## config.mk

```make
export PLATFORM = sky130hd
export DESIGN_NAME = sensor_measure_command_control
export DESIGN_NICKNAME = d
export VERILOG_FILES = /design/src/sense_pkg.sv /design/src/pause_timer.sv /design/src/result_corrector.sv /design/src/sensor_measure_command_control.sv
export SDC_FILE = /design/constraint.sdc
export NUM_CORES = 2
export LEC_CHECK = 0
export BUFFER_PORTS_ARGS = -buffer_cell sky130_fd_sc_hd__buf_2
export CAP_MARGIN = 10
export CORE_MARGIN = 4
export CORE_UTILIZATION = 59
export DETAILED_ROUTE_END_ITERATION = 10
export HOLD_SLACK_MARGIN = 0.08
export PLACE_DENSITY = 0.77
export SYNTH_ARGS = -nofsm -noshare
export SYNTH_HDL_FRONTEND = slang
export SYNTH_SLANG_ARGS = --single-unit
```

## constraint.sdc

```tcl
create_clock -name CLK_SYS_I -period 21.6 [get_ports CLK_SYS_I]
set_input_delay 5.4 -clock CLK_SYS_I [delete_from_list [all_inputs] [get_ports CLK_SYS_I]]
set_output_delay 5.4 -clock CLK_SYS_I [all_outputs]
set_load 0.01 [all_outputs]
```

## src/sense_pkg.sv

```systemverilog
package sense_pkg;
  // Register indices; byte address is four times the index
  localparam logic [5:0] IDX_CMD      = 6'h00;
  localparam logic [5:0] IDX_STATUS   = 6'h01;
  localparam logic [5:0] IDX_IFCFG    = 6'h02;
  localparam logic [5:0] IDX_BRIDGE   = 6'h03;
  localparam logic [5:0] IDX_TEMP     = 6'h04;
  localparam logic [5:0] IDX_MEM      = 6'h05;
  localparam logic [5:0] IDX_IRQ_STAT = 6'h06;
  localparam logic [5:0] IDX_IRQ_MASK = 6'h07;

  // Command codes
  localparam logic [7:0] CMD_CYCLIC     = 8'hAB;
  localparam logic [7:0] CMD_HALT_LOOP  = 8'hBF;
  localparam logic [7:0] CMD_SINGLE     = 8'hAA;
  localparam logic [7:0] CMD_ENTER_CFG  = 8'hA0;
  localparam logic [7:0] CMD_NORMAL     = 8'hA8;

  // Status byte bits
  localparam int ST_POWERED = 6;
  localparam int ST_BUSY    = 5;
  localparam int ST_CFG     = 3;
  localparam int ST_MEMERR  = 2;
  localparam int ST_SAT     = 0;

  // Interface configuration fields
  localparam int CFG_DSP       = 0;
  localparam int CFG_SLOT_LSB  = 1;
  localparam int CFG_SLOT_MSB  = 3;
  localparam int CFG_PAUSE_LSB = 8;
  localparam int CFG_PAUSE_MSB = 15;
  localparam logic [15:0] IFCFG_RESET = 16'h0000;
  localparam int PAUSE_SCALE = 8;

  // Config memory words
  localparam int MEM_WORDS   = 8;
  localparam int MEM_GAIN    = 0;
  localparam int MEM_OFFSET  = 1;
  localparam int MEM_CALFLAG = 2;
  localparam logic [15:0] GAIN_RESET = 16'h4000;
  localparam int GAIN_FRAC   = 14;

  // Interrupt events
  localparam int EV_W      = 4;
  localparam int EV_CYCLE  = 0;
  localparam int EV_SAT    = 1;
  localparam int EV_MEMREJ = 2;
  localparam int EV_EARLY  = 3;

  localparam int RES_BAD = 31;

  // Converter phase codes
  localparam logic [1:0] ADC_BR_AZ = 2'h0;
  localparam logic [1:0] ADC_BR    = 2'h1;
  localparam logic [1:0] ADC_TP_AZ = 2'h2;
  localparam logic [1:0] ADC_TP    = 2'h3;

  typedef enum logic [2:0] {
    PH_IDLE                         = 3'b000,
    PH_BRIDGE_OFFSET_CAL_PHASE      = 3'b001,
    PH_BRIDGE_CONVERSION_PHASE      = 3'b011,
    PH_TEMPERATURE_OFFSET_CAL_PHASE = 3'b010,
    PH_TEMPERATURE_CONVERSION_PHASE = 3'b110,
    PH_PAUSE                        = 3'b111
  } phase_type;
endpackage

```

## src/pause_timer.sv

```systemverilog
`timescale 1ns/1ps
module pause_timer
  import sense_pkg::*;
#(
  parameter int W = 16
) (
  // Clock and reset
  input  wire logic         clk_i,
  input  wire logic         rst_i,
  // Control
  input  wire logic         load_i,
  input  wire logic [W-1:0] count_i,
  output logic              expired_o
);
  typedef struct packed {
    logic [W-1:0] cnt;
    logic         run;
  } tmr_type;

  tmr_type t_r;
  tmr_type t_nxt;

  always_comb begin
    t_nxt = t_r;
    if (load_i) begin
      t_nxt.cnt = count_i;
      t_nxt.run = 1'b1;
    end else if (t_r.run) begin
      if (t_r.cnt == '0) begin
        t_nxt.run = 1'b0;
      end else begin
        t_nxt.cnt = t_r.cnt - 1'b1;
      end
    end
  end

  always_ff @(posedge clk_i) begin
    if (rst_i) begin
      t_r <= '0;
    end else begin
      t_r <= t_nxt;
    end
  end

  assign expired_o = t_r.run && (t_r.cnt == '0) && !load_i;
endmodule

```

## src/result_corrector.sv

```systemverilog
`timescale 1ns/1ps
module result_corrector
  import sense_pkg::*;
#(
  parameter int W  = 24,
  parameter int GW = 16
) (
  // Operands
  input  wire logic [W-1:0]  sample_i,
  input  wire logic [W-1:0]  zero_i,
  input  wire logic [GW-1:0] gain_i,
  input  wire logic [GW-1:0] offset_i,
  // Result
  output logic [W-1:0]       value_o,
  output logic               sat_o
);
  localparam int PW = W + GW + 2;
  logic signed [W:0]    diff;
  logic signed [PW-1:0] prod;
  logic signed [PW-1:0] sum;
  logic signed [PW-1:0] top;
  logic signed [PW-1:0] bot;

  always_comb begin
    diff = $signed({sample_i[W-1], sample_i}) - $signed({zero_i[W-1], zero_i});
    // Widen before multiplying, else the product is cut to the operand width
    prod = PW'(diff) * PW'($signed({1'b0, gain_i}));
    sum  = (prod >>> GAIN_FRAC) + PW'($signed(offset_i));
    top  = PW'({1'b0, {(W-1){1'b1}}});
    bot  = -top - PW'(1);
    sat_o = 1'b0;
    value_o = sum[W-1:0];
    // Clip rather than wrap so an overrange never flips sign
    if (sum > top) begin
      value_o = top[W-1:0];
      sat_o = 1'b1;
    end else if (sum < bot) begin
      value_o = bot[W-1:0];
      sat_o = 1'b1;
    end
  end
endmodule

```

## src/sensor_measure_command_control.sv

```systemverilog
`timescale 1ns/1ps
module sensor_measure_command_control
  import sense_pkg::*;
#(
  parameter int DW = 24
) (
  // Clock and reset
  input  wire logic          CLK_SYS_I,
  input  wire logic          RST_I,
  // APB slave
  input  wire logic          PSEL_I,
  input  wire logic          PENABLE_I,
  input  wire logic          PWRITE_I,
  input  wire logic [7:0]    PADDR_I,
  input  wire logic [31:0]   PWDATA_I,
  output logic [31:0]        PRDATA_O,
  output logic               PREADY_O,
  output logic               PSLVERR_O,
  // Converter
  output logic               ADC_START_O,
  output logic [1:0]         ADC_PHASE_O,
  output logic [2:0]         SETUP_SLOT_O,
  input  wire logic          ADC_DONE_I,
  input  wire logic [DW-1:0] ADC_DATA_I,
  // Interrupt
  output logic               IRQ_O
);
  typedef struct packed {
    phase_type                  phase;
    logic                       cyclic;
    logic                       cfg_mode;
    logic                       mem_err;
    logic                       sat;
    logic [15:0]                ifcfg;
    logic [MEM_WORDS-1:0][15:0] mem;
    logic [2:0]                 mem_addr;
    logic [DW-1:0]              az;
    logic [DW-1:0]              bridge;
    logic [DW-1:0]              temp;
    logic                       bridge_bad;
    logic                       temp_bad;
    logic [EV_W-1:0]            irq_stat;
    logic [EV_W-1:0]            irq_mask;
    logic [31:0]                prdata;
    logic                       slverr;
    logic                       adc_start;
    logic [1:0]                 adc_phase;
  } state_type;

  state_type s_r;
  state_type s_nxt;

  function automatic logic hit(input logic [7:0] addr, input logic [5:0] idx);
    hit = (addr[7:2] == idx) && (addr[1:0] == 2'h0);
  endfunction

  logic            apb_setup;
  logic            apb_done;
  logic            wr;
  logic            rd_setup;
  logic            mapped;
  logic            busy;
  logic            cmd_wr;
  logic [7:0]      code;
  logic            cyc_acc;
  logic            single_acc;
  logic            halt_acc;
  logic            enter_acc;
  logic            normal_acc;
  logic            dsp;
  logic            cal_ok;
  logic            tmr_load;
  logic            tmr_exp;
  logic [15:0]     pause_cnt;
  logic [DW-1:0]   corr_val;
  logic            corr_sat;
  logic [DW-1:0]   proc_val;
  logic            proc_bad;
  logic [7:0]      status_byte;
  logic [31:0]     rd_val;
  logic [EV_W-1:0] ev;

  assign apb_setup = PSEL_I && !PENABLE_I;
  assign apb_done  = PSEL_I && PENABLE_I;
  assign wr        = apb_done && PWRITE_I;
  assign rd_setup  = apb_setup && !PWRITE_I;
  assign mapped    = (PADDR_I[7:2] <= IDX_IRQ_MASK) && (PADDR_I[1:0] == 2'h0);
  assign busy      = (s_r.phase != PH_IDLE);
  assign cmd_wr    = wr && hit(PADDR_I, IDX_CMD);
  assign code      = PWDATA_I[7:0];
  // Measurements refused in config state and while a run is active
  assign cyc_acc    = cmd_wr && (code == CMD_CYCLIC) && !busy && !s_r.cfg_mode;
  assign single_acc = cmd_wr && (code == CMD_SINGLE) && !busy && !s_r.cfg_mode;
  assign halt_acc   = cmd_wr && (code == CMD_HALT_LOOP) && busy;
  assign enter_acc  = cmd_wr && (code == CMD_ENTER_CFG) && !busy;
  assign normal_acc = cmd_wr && (code == CMD_NORMAL) && s_r.cfg_mode;

  assign dsp    = s_r.ifcfg[CFG_DSP];
  assign cal_ok = s_r.mem[MEM_CALFLAG][0];
  assign pause_cnt = {s_r.ifcfg[CFG_PAUSE_MSB:CFG_PAUSE_LSB], {PAUSE_SCALE{1'b0}}};
  assign tmr_load = (s_r.phase == PH_TEMPERATURE_CONVERSION_PHASE) && ADC_DONE_I
                    && s_r.cyclic && !halt_acc;

  pause_timer #(
    .W (16)
  ) u_timer (
    .clk_i     (CLK_SYS_I),
    .rst_i     (RST_I),
    .load_i    (tmr_load),
    .count_i   (pause_cnt),
    .expired_o (tmr_exp)
  );

  result_corrector #(
    .W  (DW),
    .GW (16)
  ) u_corr (
    .sample_i (ADC_DATA_I),
    .zero_i   (s_r.az),
    .gain_i   (s_r.mem[MEM_GAIN]),
    .offset_i (s_r.mem[MEM_OFFSET]),
    .value_o  (corr_val),
    .sat_o    (corr_sat)
  );

  // Raw path skips offset removal entirely
  assign proc_val = dsp ? corr_val : ADC_DATA_I;
  assign proc_bad = dsp && (corr_sat || !cal_ok);

  always_comb begin
    status_byte = 8'h00;
    status_byte[ST_POWERED] = 1'b1;
    status_byte[ST_BUSY]    = busy;
    status_byte[ST_CFG]     = s_r.cfg_mode;
    status_byte[ST_MEMERR]  = s_r.mem_err;
    status_byte[ST_SAT]     = s_r.sat;
  end

  always_comb begin
    rd_val = 32'h0000_0000;
    if (hit(PADDR_I, IDX_STATUS)) begin
      rd_val = {24'h00_0000, status_byte};
    end else if (hit(PADDR_I, IDX_IFCFG)) begin
      rd_val = {16'h0000, s_r.ifcfg};
    end else if (hit(PADDR_I, IDX_BRIDGE)) begin
      rd_val[DW-1:0] = s_r.bridge;
      rd_val[RES_BAD] = s_r.bridge_bad || busy;
    end else if (hit(PADDR_I, IDX_TEMP)) begin
      rd_val[DW-1:0] = s_r.temp;
      rd_val[RES_BAD] = s_r.temp_bad || busy;
    end else if (hit(PADDR_I, IDX_MEM)) begin
      rd_val = {13'h0000, s_r.mem_addr, s_r.mem[s_r.mem_addr]};
    end else if (hit(PADDR_I, IDX_IRQ_STAT)) begin
      rd_val = {28'h000_0000, s_r.irq_stat};
    end else if (hit(PADDR_I, IDX_IRQ_MASK)) begin
      rd_val = {28'h000_0000, s_r.irq_mask};
    end
  end

  always_comb begin
    s_nxt = s_r;
    ev = '0;
    s_nxt.adc_start = 1'b0;
    // Read data and error are captured in setup, shown in access
    if (apb_setup) begin
      s_nxt.prdata = PWRITE_I ? 32'h0000_0000 : rd_val;
      s_nxt.slverr = !mapped;
    end
    if (rd_setup && busy && (hit(PADDR_I, IDX_BRIDGE) || hit(PADDR_I, IDX_TEMP))) begin
      ev[EV_EARLY] = 1'b1;
    end
    if (wr && hit(PADDR_I, IDX_IFCFG)) begin
      s_nxt.ifcfg = PWDATA_I[15:0];
    end
    if (wr && hit(PADDR_I, IDX_IRQ_MASK)) begin
      s_nxt.irq_mask = PWDATA_I[EV_W-1:0];
    end
    if (wr && hit(PADDR_I, IDX_MEM)) begin
      s_nxt.mem_addr = PWDATA_I[18:16];
      if (s_r.cfg_mode) begin
        s_nxt.mem[PWDATA_I[18:16]] = PWDATA_I[15:0];
      end else begin
        s_nxt.mem_err = 1'b1;
        ev[EV_MEMREJ] = 1'b1;
      end
    end
    if (enter_acc) begin
      s_nxt.cfg_mode = 1'b1;
      s_nxt.mem_err = 1'b0;
    end
    if (normal_acc) begin
      s_nxt.cfg_mode = 1'b0;
    end
    case (s_r.phase)
      PH_IDLE: begin
        if (cyc_acc || single_acc) begin
          s_nxt.cyclic = cyc_acc;
          s_nxt.sat = 1'b0;
          s_nxt.phase = PH_BRIDGE_OFFSET_CAL_PHASE;
          s_nxt.adc_start = 1'b1;
          s_nxt.adc_phase = ADC_BR_AZ;
        end
      end
      PH_BRIDGE_OFFSET_CAL_PHASE: begin
        if (ADC_DONE_I) begin
          s_nxt.az = ADC_DATA_I;
          s_nxt.phase = PH_BRIDGE_CONVERSION_PHASE;
          s_nxt.adc_start = 1'b1;
          s_nxt.adc_phase = ADC_BR;
        end
      end
      PH_BRIDGE_CONVERSION_PHASE: begin
        if (ADC_DONE_I) begin
          s_nxt.bridge = proc_val;
          s_nxt.bridge_bad = proc_bad;
          if (dsp && corr_sat) begin
            s_nxt.sat = 1'b1;
            ev[EV_SAT] = 1'b1;
          end
          s_nxt.phase = PH_TEMPERATURE_OFFSET_CAL_PHASE;
          s_nxt.adc_start = 1'b1;
          s_nxt.adc_phase = ADC_TP_AZ;
        end
      end
      PH_TEMPERATURE_OFFSET_CAL_PHASE: begin
        if (ADC_DONE_I) begin
          s_nxt.az = ADC_DATA_I;
          s_nxt.phase = PH_TEMPERATURE_CONVERSION_PHASE;
          s_nxt.adc_start = 1'b1;
          s_nxt.adc_phase = ADC_TP;
        end
      end
      PH_TEMPERATURE_CONVERSION_PHASE: begin
        if (ADC_DONE_I) begin
          s_nxt.temp = proc_val;
          s_nxt.temp_bad = proc_bad;
          if (dsp && corr_sat) begin
            s_nxt.sat = 1'b1;
            ev[EV_SAT] = 1'b1;
          end
          ev[EV_CYCLE] = 1'b1;
          s_nxt.phase = s_r.cyclic ? PH_PAUSE : PH_IDLE;
        end
      end
      PH_PAUSE: begin
        if (tmr_exp) begin
          s_nxt.phase = PH_BRIDGE_OFFSET_CAL_PHASE;
          s_nxt.adc_start = 1'b1;
          s_nxt.adc_phase = ADC_BR_AZ;
        end
      end
      default: begin
        s_nxt.phase = PH_IDLE;
      end
    endcase
    // Halt aborts any conversion in flight; a late done is ignored in idle
    if (halt_acc) begin
      s_nxt.phase = PH_IDLE;
      s_nxt.cyclic = 1'b0;
      s_nxt.adc_start = 1'b0;
    end
    // Clear only what the reader saw, so a fresh event survives
    if (apb_done && !PWRITE_I && hit(PADDR_I, IDX_IRQ_STAT)) begin
      s_nxt.irq_stat = s_r.irq_stat & ~s_r.prdata[EV_W-1:0];
    end
    s_nxt.irq_stat = s_nxt.irq_stat | ev;
  end

  always_ff @(posedge CLK_SYS_I) begin
    if (RST_I) begin
      s_r <= '0;
      s_r.phase <= PH_IDLE;
      s_r.ifcfg <= IFCFG_RESET;
      s_r.mem[MEM_GAIN] <= GAIN_RESET;
    end else begin
      s_r <= s_nxt;
    end
  end

  assign PRDATA_O     = s_r.prdata;
  assign PSLVERR_O    = s_r.slverr && apb_done;
  assign PREADY_O     = 1'b1;
  assign ADC_START_O  = s_r.adc_start;
  assign ADC_PHASE_O  = s_r.adc_phase;
  assign SETUP_SLOT_O = s_r.ifcfg[CFG_SLOT_MSB:CFG_SLOT_LSB];
  assign IRQ_O        = |(s_r.irq_stat & s_r.irq_mask);

  cyc_busy_a: assert property (@(posedge CLK_SYS_I) disable iff (RST_I)
    cyc_acc |=> busy && s_r.cyclic)
    else $error("cyclic start did not raise busy");
  loop_busy_a: assert property (@(posedge CLK_SYS_I) disable iff (RST_I)
    s_r.cyclic && !halt_acc |=> busy)
    else $error("busy dropped during cyclic run");
  halt_idle_a: assert property (@(posedge CLK_SYS_I) disable iff (RST_I)
    halt_acc |=> !busy && !s_r.cyclic && !ADC_START_O)
    else $error("halt did not stop the loop");
  phase_order_a: assert property (@(posedge CLK_SYS_I) disable iff (RST_I)
    s_r.phase == PH_BRIDGE_OFFSET_CAL_PHASE && ADC_DONE_I && !halt_acc
    |=> s_r.phase == PH_BRIDGE_CONVERSION_PHASE && ADC_START_O && ADC_PHASE_O == ADC_BR)
    else $error("bridge conversion did not follow its offset phase");
  loop_back_a: assert property (@(posedge CLK_SYS_I) disable iff (RST_I)
    s_r.phase == PH_PAUSE && tmr_exp && !halt_acc
    |=> s_r.phase == PH_BRIDGE_OFFSET_CAL_PHASE && ADC_START_O && ADC_PHASE_O == ADC_BR_AZ)
    else $error("cyclic loop did not restart itself");
  pause_cfg_a: assert property (@(posedge CLK_SYS_I) disable iff (RST_I)
    tmr_load |=> s_r.phase == PH_PAUSE
    && (tmr_exp == ($past(s_r.ifcfg[CFG_PAUSE_MSB:CFG_PAUSE_LSB]) == 8'h00)))
    else $error("pause not taken from configuration");
  raw_out_a: assert property (@(posedge CLK_SYS_I) disable iff (RST_I)
    s_r.phase == PH_BRIDGE_CONVERSION_PHASE && ADC_DONE_I && !dsp && !halt_acc
    |=> s_r.bridge == $past(ADC_DATA_I) && !s_r.bridge_bad)
    else $error("raw result altered");
  dsp_uncal_a: assert property (@(posedge CLK_SYS_I) disable iff (RST_I)
    s_r.phase == PH_TEMPERATURE_CONVERSION_PHASE && ADC_DONE_I && dsp && !cal_ok
    |=> s_r.temp_bad)
    else $error("uncalibrated result not flagged");
  mem_gate_a: assert property (@(posedge CLK_SYS_I) disable iff (RST_I)
    wr && hit(PADDR_I, IDX_MEM) && !s_r.cfg_mode |=> s_r.mem == $past(s_r.mem) && s_r.mem_err)
    else $error("memory written outside config state");
  early_read_a: assert property (@(posedge CLK_SYS_I) disable iff (RST_I)
    rd_setup && busy && hit(PADDR_I, IDX_BRIDGE) |=> PRDATA_O[RES_BAD] && s_r.irq_stat[EV_EARLY])
    else $error("early result read not flagged");
  sat_flag_a: assert property (@(posedge CLK_SYS_I) disable iff (RST_I)
    s_r.phase == PH_BRIDGE_CONVERSION_PHASE && ADC_DONE_I && dsp && corr_sat && !halt_acc
    |=> s_r.sat && s_r.bridge_bad)
    else $error("saturation not reported");
  status_rd_a: assert property (@(posedge CLK_SYS_I) disable iff (RST_I)
    rd_setup && hit(PADDR_I, IDX_STATUS)
    |=> PRDATA_O[ST_BUSY] == $past(busy) && PRDATA_O[ST_CFG] == $past(s_r.cfg_mode))
    else $error("status byte wrong");

  two_loops_c: cover property (@(posedge CLK_SYS_I) disable iff (RST_I)
    tmr_load ##[1:1000] tmr_load);
  halt_c: cover property (@(posedge CLK_SYS_I) disable iff (RST_I)
    s_r.cyclic && halt_acc);
  mem_write_c: cover property (@(posedge CLK_SYS_I) disable iff (RST_I)
    wr && hit(PADDR_I, IDX_MEM) && s_r.cfg_mode);
  early_c: cover property (@(posedge CLK_SYS_I) disable iff (RST_I)
    ev[EV_EARLY]);
endmodule

```

## Word level (Yosys, flattened, before mapping)

Index checks and enable logic that the tools add are counted.

- Flip-flop bits (word level): 289
- Input bits: 70
- Output and inout port bits: 41
- Logic and storage cells: 205

- Add/subtract/negate cells: 3
- Multiply operators: 1
- Magnitude comparators: 6
- Equal/unequal tests: 26
- Mux-type cells: 53
- Bitwise operators: 6
- Reduce and logical (&&, ||, !) cells: 81

Operators by type and width:

| kind | number |
|---|---|
| 2-to-1 mux 32 bit | 5 |
| bitwise mux 128 bit | 1 |
| 2-to-1 mux 24 bit | 5 |
| binary-select mux 16 bit (select 3 bit) | 1 |
| demux 16 bit (select 3 bit) | 1 |
| 2-to-1 mux 16 bit | 3 |
| greater-than comparator 42 x 24 -> 1 bit, second input constant | 1 |
| logical AND 1 bit | 42 |
| < comparator 42 x 24 -> 1 bit, second input constant | 1 |
| multiplier 25 x 17 -> 42 bit | 1 |
| == test 8 bit, second input constant | 5 |
| 2-to-1 mux 17 bit | 2 |
| 2-to-1 mux 3 bit | 11 |
| adder 28 x 16 -> 29 bit | 1 |
| subtractor 24 x 24 -> 25 bit | 1 |
| == test 6 x 3 -> 1 bit, second input constant | 4 |
| one-hot mux 3 bit (6 select lines) | 1 |
| logical NOT 16 bit | 1 |
| AND reduction 2 bit | 8 |
| subtractor 16 x 1 -> 16 bit, second input constant | 1 |
| one-hot mux 3 bit (5 select lines) | 1 |
| 2-to-1 mux 1 bit | 14 |
| 2-to-1 mux 7 bit | 2 |
| == test 6 x 2 -> 1 bit, second input constant | 2 |
| other kinds (28) | 61 |

## Logic depth before layout (Yosys ltp)

- Depth in word-level cells: 11
- Mapped depth: 48
- Gate-level depth less buffers: 46

## By module

A second synthesis with hierarchy kept.

- Cell total of the unflattened synthesis: 3816
- Area, all modules: 31607.8 µm²

By module, submodules not included:

| module | instances | cells each | area an instance (µm²) |
|---|---|---|---|
| result_corrector | 1 | 2255 | 18685.4 |
| sensor_measure_command_control | 1 | 1439 | 11902.7 |
| pause_timer | 1 | 122 | 1019.7 |

## Worst setup path before layout

Ideal clock, no wire load.

- Path kind: input to register
- From: in ADC_DATA_I[0]
- To: reg s_r[61] in the netlist's numbering
- Library setup time: 117 ps
- Data arrival time: 15550 ps
- Data required time: 21483 ps
- Slack: 5934 ps
- Stages on the path: 46
- Cells stage by stage: inv_1 ha_1 fa_1 nor2b_1 o21ai_0 a21boi_1 o21ai_0 o21ai_1 a21o_1 a211oi_1 a311oi_1 clkbuf_1 nand2_1 fa_1 fa_1 inv_1 fa_1 inv_1 (+10 left out) a211oi_2 a41oi_1 o211ai_1 a31oi_1 o21bai_1 xor2_1 ha_1 a21o_1 o21bai_1 a2111oi_0 nor2_1 a211oi_2 xnor2_1 o41ai_4 buf_6 a21oi_1 a21o_1 a22o_1

- Word-level cells in the longest chain between the ends: 7
- Elaborated cells between the ends (all ways): 8

RTL lines:

| what | line | source |
|---|---|---|
| start, declared | sensor_measure_command_control.sv:24 | `input wire logic [DW-1:0] ADC_DATA_I,` |
| subtractor 24 x 24 -> 25 bit (*) | result_corrector.sv:25 | `diff = $signed({sample_i[W-1], sample_i}) - $signed({zero_i[W-1], zero_i});` |
| multiplier 25 x 17 -> 42 bit (*) | result_corrector.sv:27 | `prod = PW'(diff) * PW'($signed({1'b0, gain_i}));` |
| adder 28 x 16 -> 29 bit (*) | result_corrector.sv:28 | `sum = (prod >>> GAIN_FRAC) + PW'($signed(offset_i));` |
| < comparator 42 x 24 -> 1 bit | result_corrector.sv:37 | `end else if (sum < bot) begin` |
| 2-to-1 mux 24 bit | result_corrector.sv:37 |  |
| 2-to-1 mux 24 bit (*) | result_corrector.sv:34 | `if (sum > top) begin` |
| 2-to-1 mux 24 bit (*) | sensor_measure_command_control.sv:127 | `assign proc_val = dsp ? corr_val : ADC_DATA_I;` |
| end signal, assigned | sensor_measure_command_control.sv:276 | `s_r <= s_nxt;` |
| end, declared | sensor_measure_command_control.sv:50 | `state_type s_r;` |

Mark *: on every way between the ends. The rest lies on a longest branch, timed or not.
A chain may end at the register's enable or synchronous reset.

## Worst setup path after layout

- From: in ADC_DATA_I[0]
- To: reg s_r[48] in the netlist's numbering

Same word-level chain as after synthesis.

==> impl_metrics.toml <==
[timing]
fin_crit_sh_pct = 81.7
hold_viol_final = 0
finalSetupViolCount = 0
fmax_mhz = 56.7
skew_ns = 0.0276
slew_headroom_pct = 13.7
fin_tns_setup_ns = 0
min_period_ns = 17.65
slew_violations = 0
rsz0062_at_grt = "no"
worst_pin_slew_ns = 1.29

[routing]
drc = 0
drt_iter0_drc = 1925
vias = 23658
routedWlPerCell_um = 18.4
firstDrtPassIters = 6
routed_wl_mm = 76.0
vias_per_cell = 5.74
ant_nets = 0

[cells_and_area]
final_area_um2 = 31300
areaGrowthSynthToFinish_pct = 5.66
drive_above_1_share_pct = 7.58
final_nets = 4055

[critical_path]
crit_required_ns = 22.01
r2r-end = "s_r[48]$_SDFFE_PP0P_"
r2r_slack_ns = 8.69
cp_common_cell = "fa_1"
startpoint_type = "input pin"
r2r_cells = 42
crit_fanout = 16
cp-end-kind = "register"
slowest_stage = "o41ai_4"
critical_path_class = "in2reg"
arrival_ns = 18.06
rr_startpoint = "s_r[94]$_SDFFE_PP0P_"
max_stage_delay_ns = 0.81

[yosys]
synth_commonest_cells = "534 x nand2_1, 528 x inv_1, 391 x fa_1"
synth_mux_area_share_pct = 5.37
syn_avg_cell_area_um2 = 8.47
yosysSeqAreaShare_pct = 19.1
synth_top_family_by_area = "adder cells"
synthSimpleGateAreaFrac_pct = 18.3
yosys_register_bits = 282
synth_area_um2 = 29600
synth_compound_area_share_pct = 11.4
synth_flop_cell = "dfxtp_1"
yosysWarnings = 0
synthAdderAreaFrac_pct = 33.1
synthDominantCellAreaShare_pct = 26.4
synth_cell_type_count = 82
synthCells = 3497
yosysTopAreaCell = "fa_1"
synth_xor_area_share_pct = 2.54
synthTopCellsByArea = "fa_1 26%, dfxtp_1 19%, nand2_1 6.8%"
synth.most_common_cell = "nand2_1"
synth_edf_count = 0
postSynth.asyncResetShare_pct = 0

[global_routing]
grt.overflow.total = 0
grtUsageTotal_pct = 28.6
grt_pass1_vias = 24060
antenna_found_initial = 4
grt_pass1_wl_mm = 125
grt_max_degree = 192

[die]
io_pins = 111
die_x_um = 232
die_h_um = 232
start_util_pct = 60.1
die-area_um2 = 53800
fp-row-count = 81
coreArea_um2 = 49300

[hold_path]
holdPathEnd = "s_r[216]$_SDFFE_PP0P_"
holdCritStartpoint = "s_r[216]$_SDFFE_PP0P_"
whs_path_depth = 2
min_path_type = "reg2reg"

[clocking]
cts_htree_levels = 1
clkSinkCount = 282
clockBufferDepth = 3
numCtsBuffers = 28
insertion_delay_ns = 0.57
cts_tree = "yes"
cts-resized-gates = 0
hold_buffers = 0
postCtsSetupRepairBufs = 0
path_clk_slew_ns = 0.06
clock-root-buffer = "clkbuf_16"

[power]
pwr_density_cell_nw_per_um2 = 39.2
ir_drop_uv = 61.6
leakagePower_uw = 0.0137

[placement]
portBuffers = 89
placed_area_um2 = 30300
place_hpwl_mm = 57.2
gp_congestion = 0.972

[run]
maxCapViolCount = 0

[status]
outcome = "completed"
[power by group]
part / switching, uW / internal [uW]
Clock: 215 / 292
Sequential: 0.0972 / 520
Combinational: 134 / 64.4
Total: 349 / 876
[state kept, by name, summed over array words and instances, names as in the netlist]
name	count
PRDATA_O	25
ADC_START_O	1
pause_cnt	8
s_r	224
ADC_PHASE_O	2
dsp	1
cal_ok	1
SETUP_SLOT_O	3
u_timer.t_r	17
[per-stage QoR]
stage	setup slack [ns]	util (%)	instances	total power (uW)	hold slack, ns
floorplan	5.93	-	3503	664	0.420
global placement	3.80	61.5	4070	724	0.439
detailed placement	3.60	61.5	4070	727	0.444
CTS	4.07	63.5	4120	1230	0.453
global route	3.13	63.5	4123	1270	0.469
finish	3.95	63.5	4125	1230	0.454
[cells by family (layout without fill, tap and decap cells)]
group,count (synthesis),after routing
AO/OA/AOI/OAI,530,530
multiplexers,116,116
XOR/XNOR,86,86
AND/OR/NAND/NOR,1173,1173
flip-flops,282,282
buffers and inverters,759,712
other,2,13
adder cells (fa/ha/maj),549,549
[cell type report]
cell class	count	area, um^2
inverter	530	1990
sequential	282	5650
clock buffer	33	769
multi-input combinational	2462	21000
timing repair buffer	132	787
antenna	5	12.5
tap	664	831
clock inverter	17	199
fill	4242	18000
[worst max path at each step]
stage,slack (ns),endpoint,from
after floorplan,5.93,s_r[61]$_SDFFE_PP0P_,ADC_DATA_I[0]
after global placement,3.80,s_r[48]$_SDFFE_PP0P_,ADC_DATA_I[0]
after detailed placement,3.60,s_r[52]$_SDFFE_PP0P_,ADC_DATA_I[0]
after CTS,4.07,s_r[48]$_SDFFE_PP0P_,ADC_DATA_I[0]
after global routing,3.13,s_r[81]$_SDFFE_PP0P_,ADC_DATA_I[0]
final,3.95,s_r[48]$_SDFFE_PP0P_,ADC_DATA_I[0]
[worst max-delay path: cells and delay by family]
| family | cells | cell delay, ns |
|---|---|---|
| adder cells (fa/ha/maj) | 10 | 4.28 |
| buffers and inverters | 6 | 0.37 |
| XOR/XNOR | 2 | 0.36 |
| AND/OR/NAND/NOR | 5 | 1.38 |
| AO/OA/AOI/OAI | 21 | 6.25 |
[per-layer routing]
| metal | wire length [um] | share of wire, % | global-route usage [%] | vias to the layer above |
|---|---|---|---|---|
| met3 | 4990 | 6.6 | 3.18 | 155 |
| met2 | 36600 | 48 | 49.0 | 791 |
| met4 | 2130 | 2.8 | 7.49 | 2 |
| li1 | - | - | - | 11017 |
| met5 | 11 | 0.014 | 0 | - |
| met1 | 32200 | 42 | 39.1 | 11693 |
[placed cells by master, fill, tap and decap left out, types with 38 or more instances in the layout]
master   instances
xnor2_1         56
nor3_1          38
nand3_1         44
inv_1          528
fa_1           391
o21ai_0         62
buf_2           88
nor2_1         220
a21oi_1        231
nand2_1        534
dfxtp_1        281
and2_1         186
mux2i_1         71
buf_4           42
ha_1           158
Power figures use the tool's default switching activity.
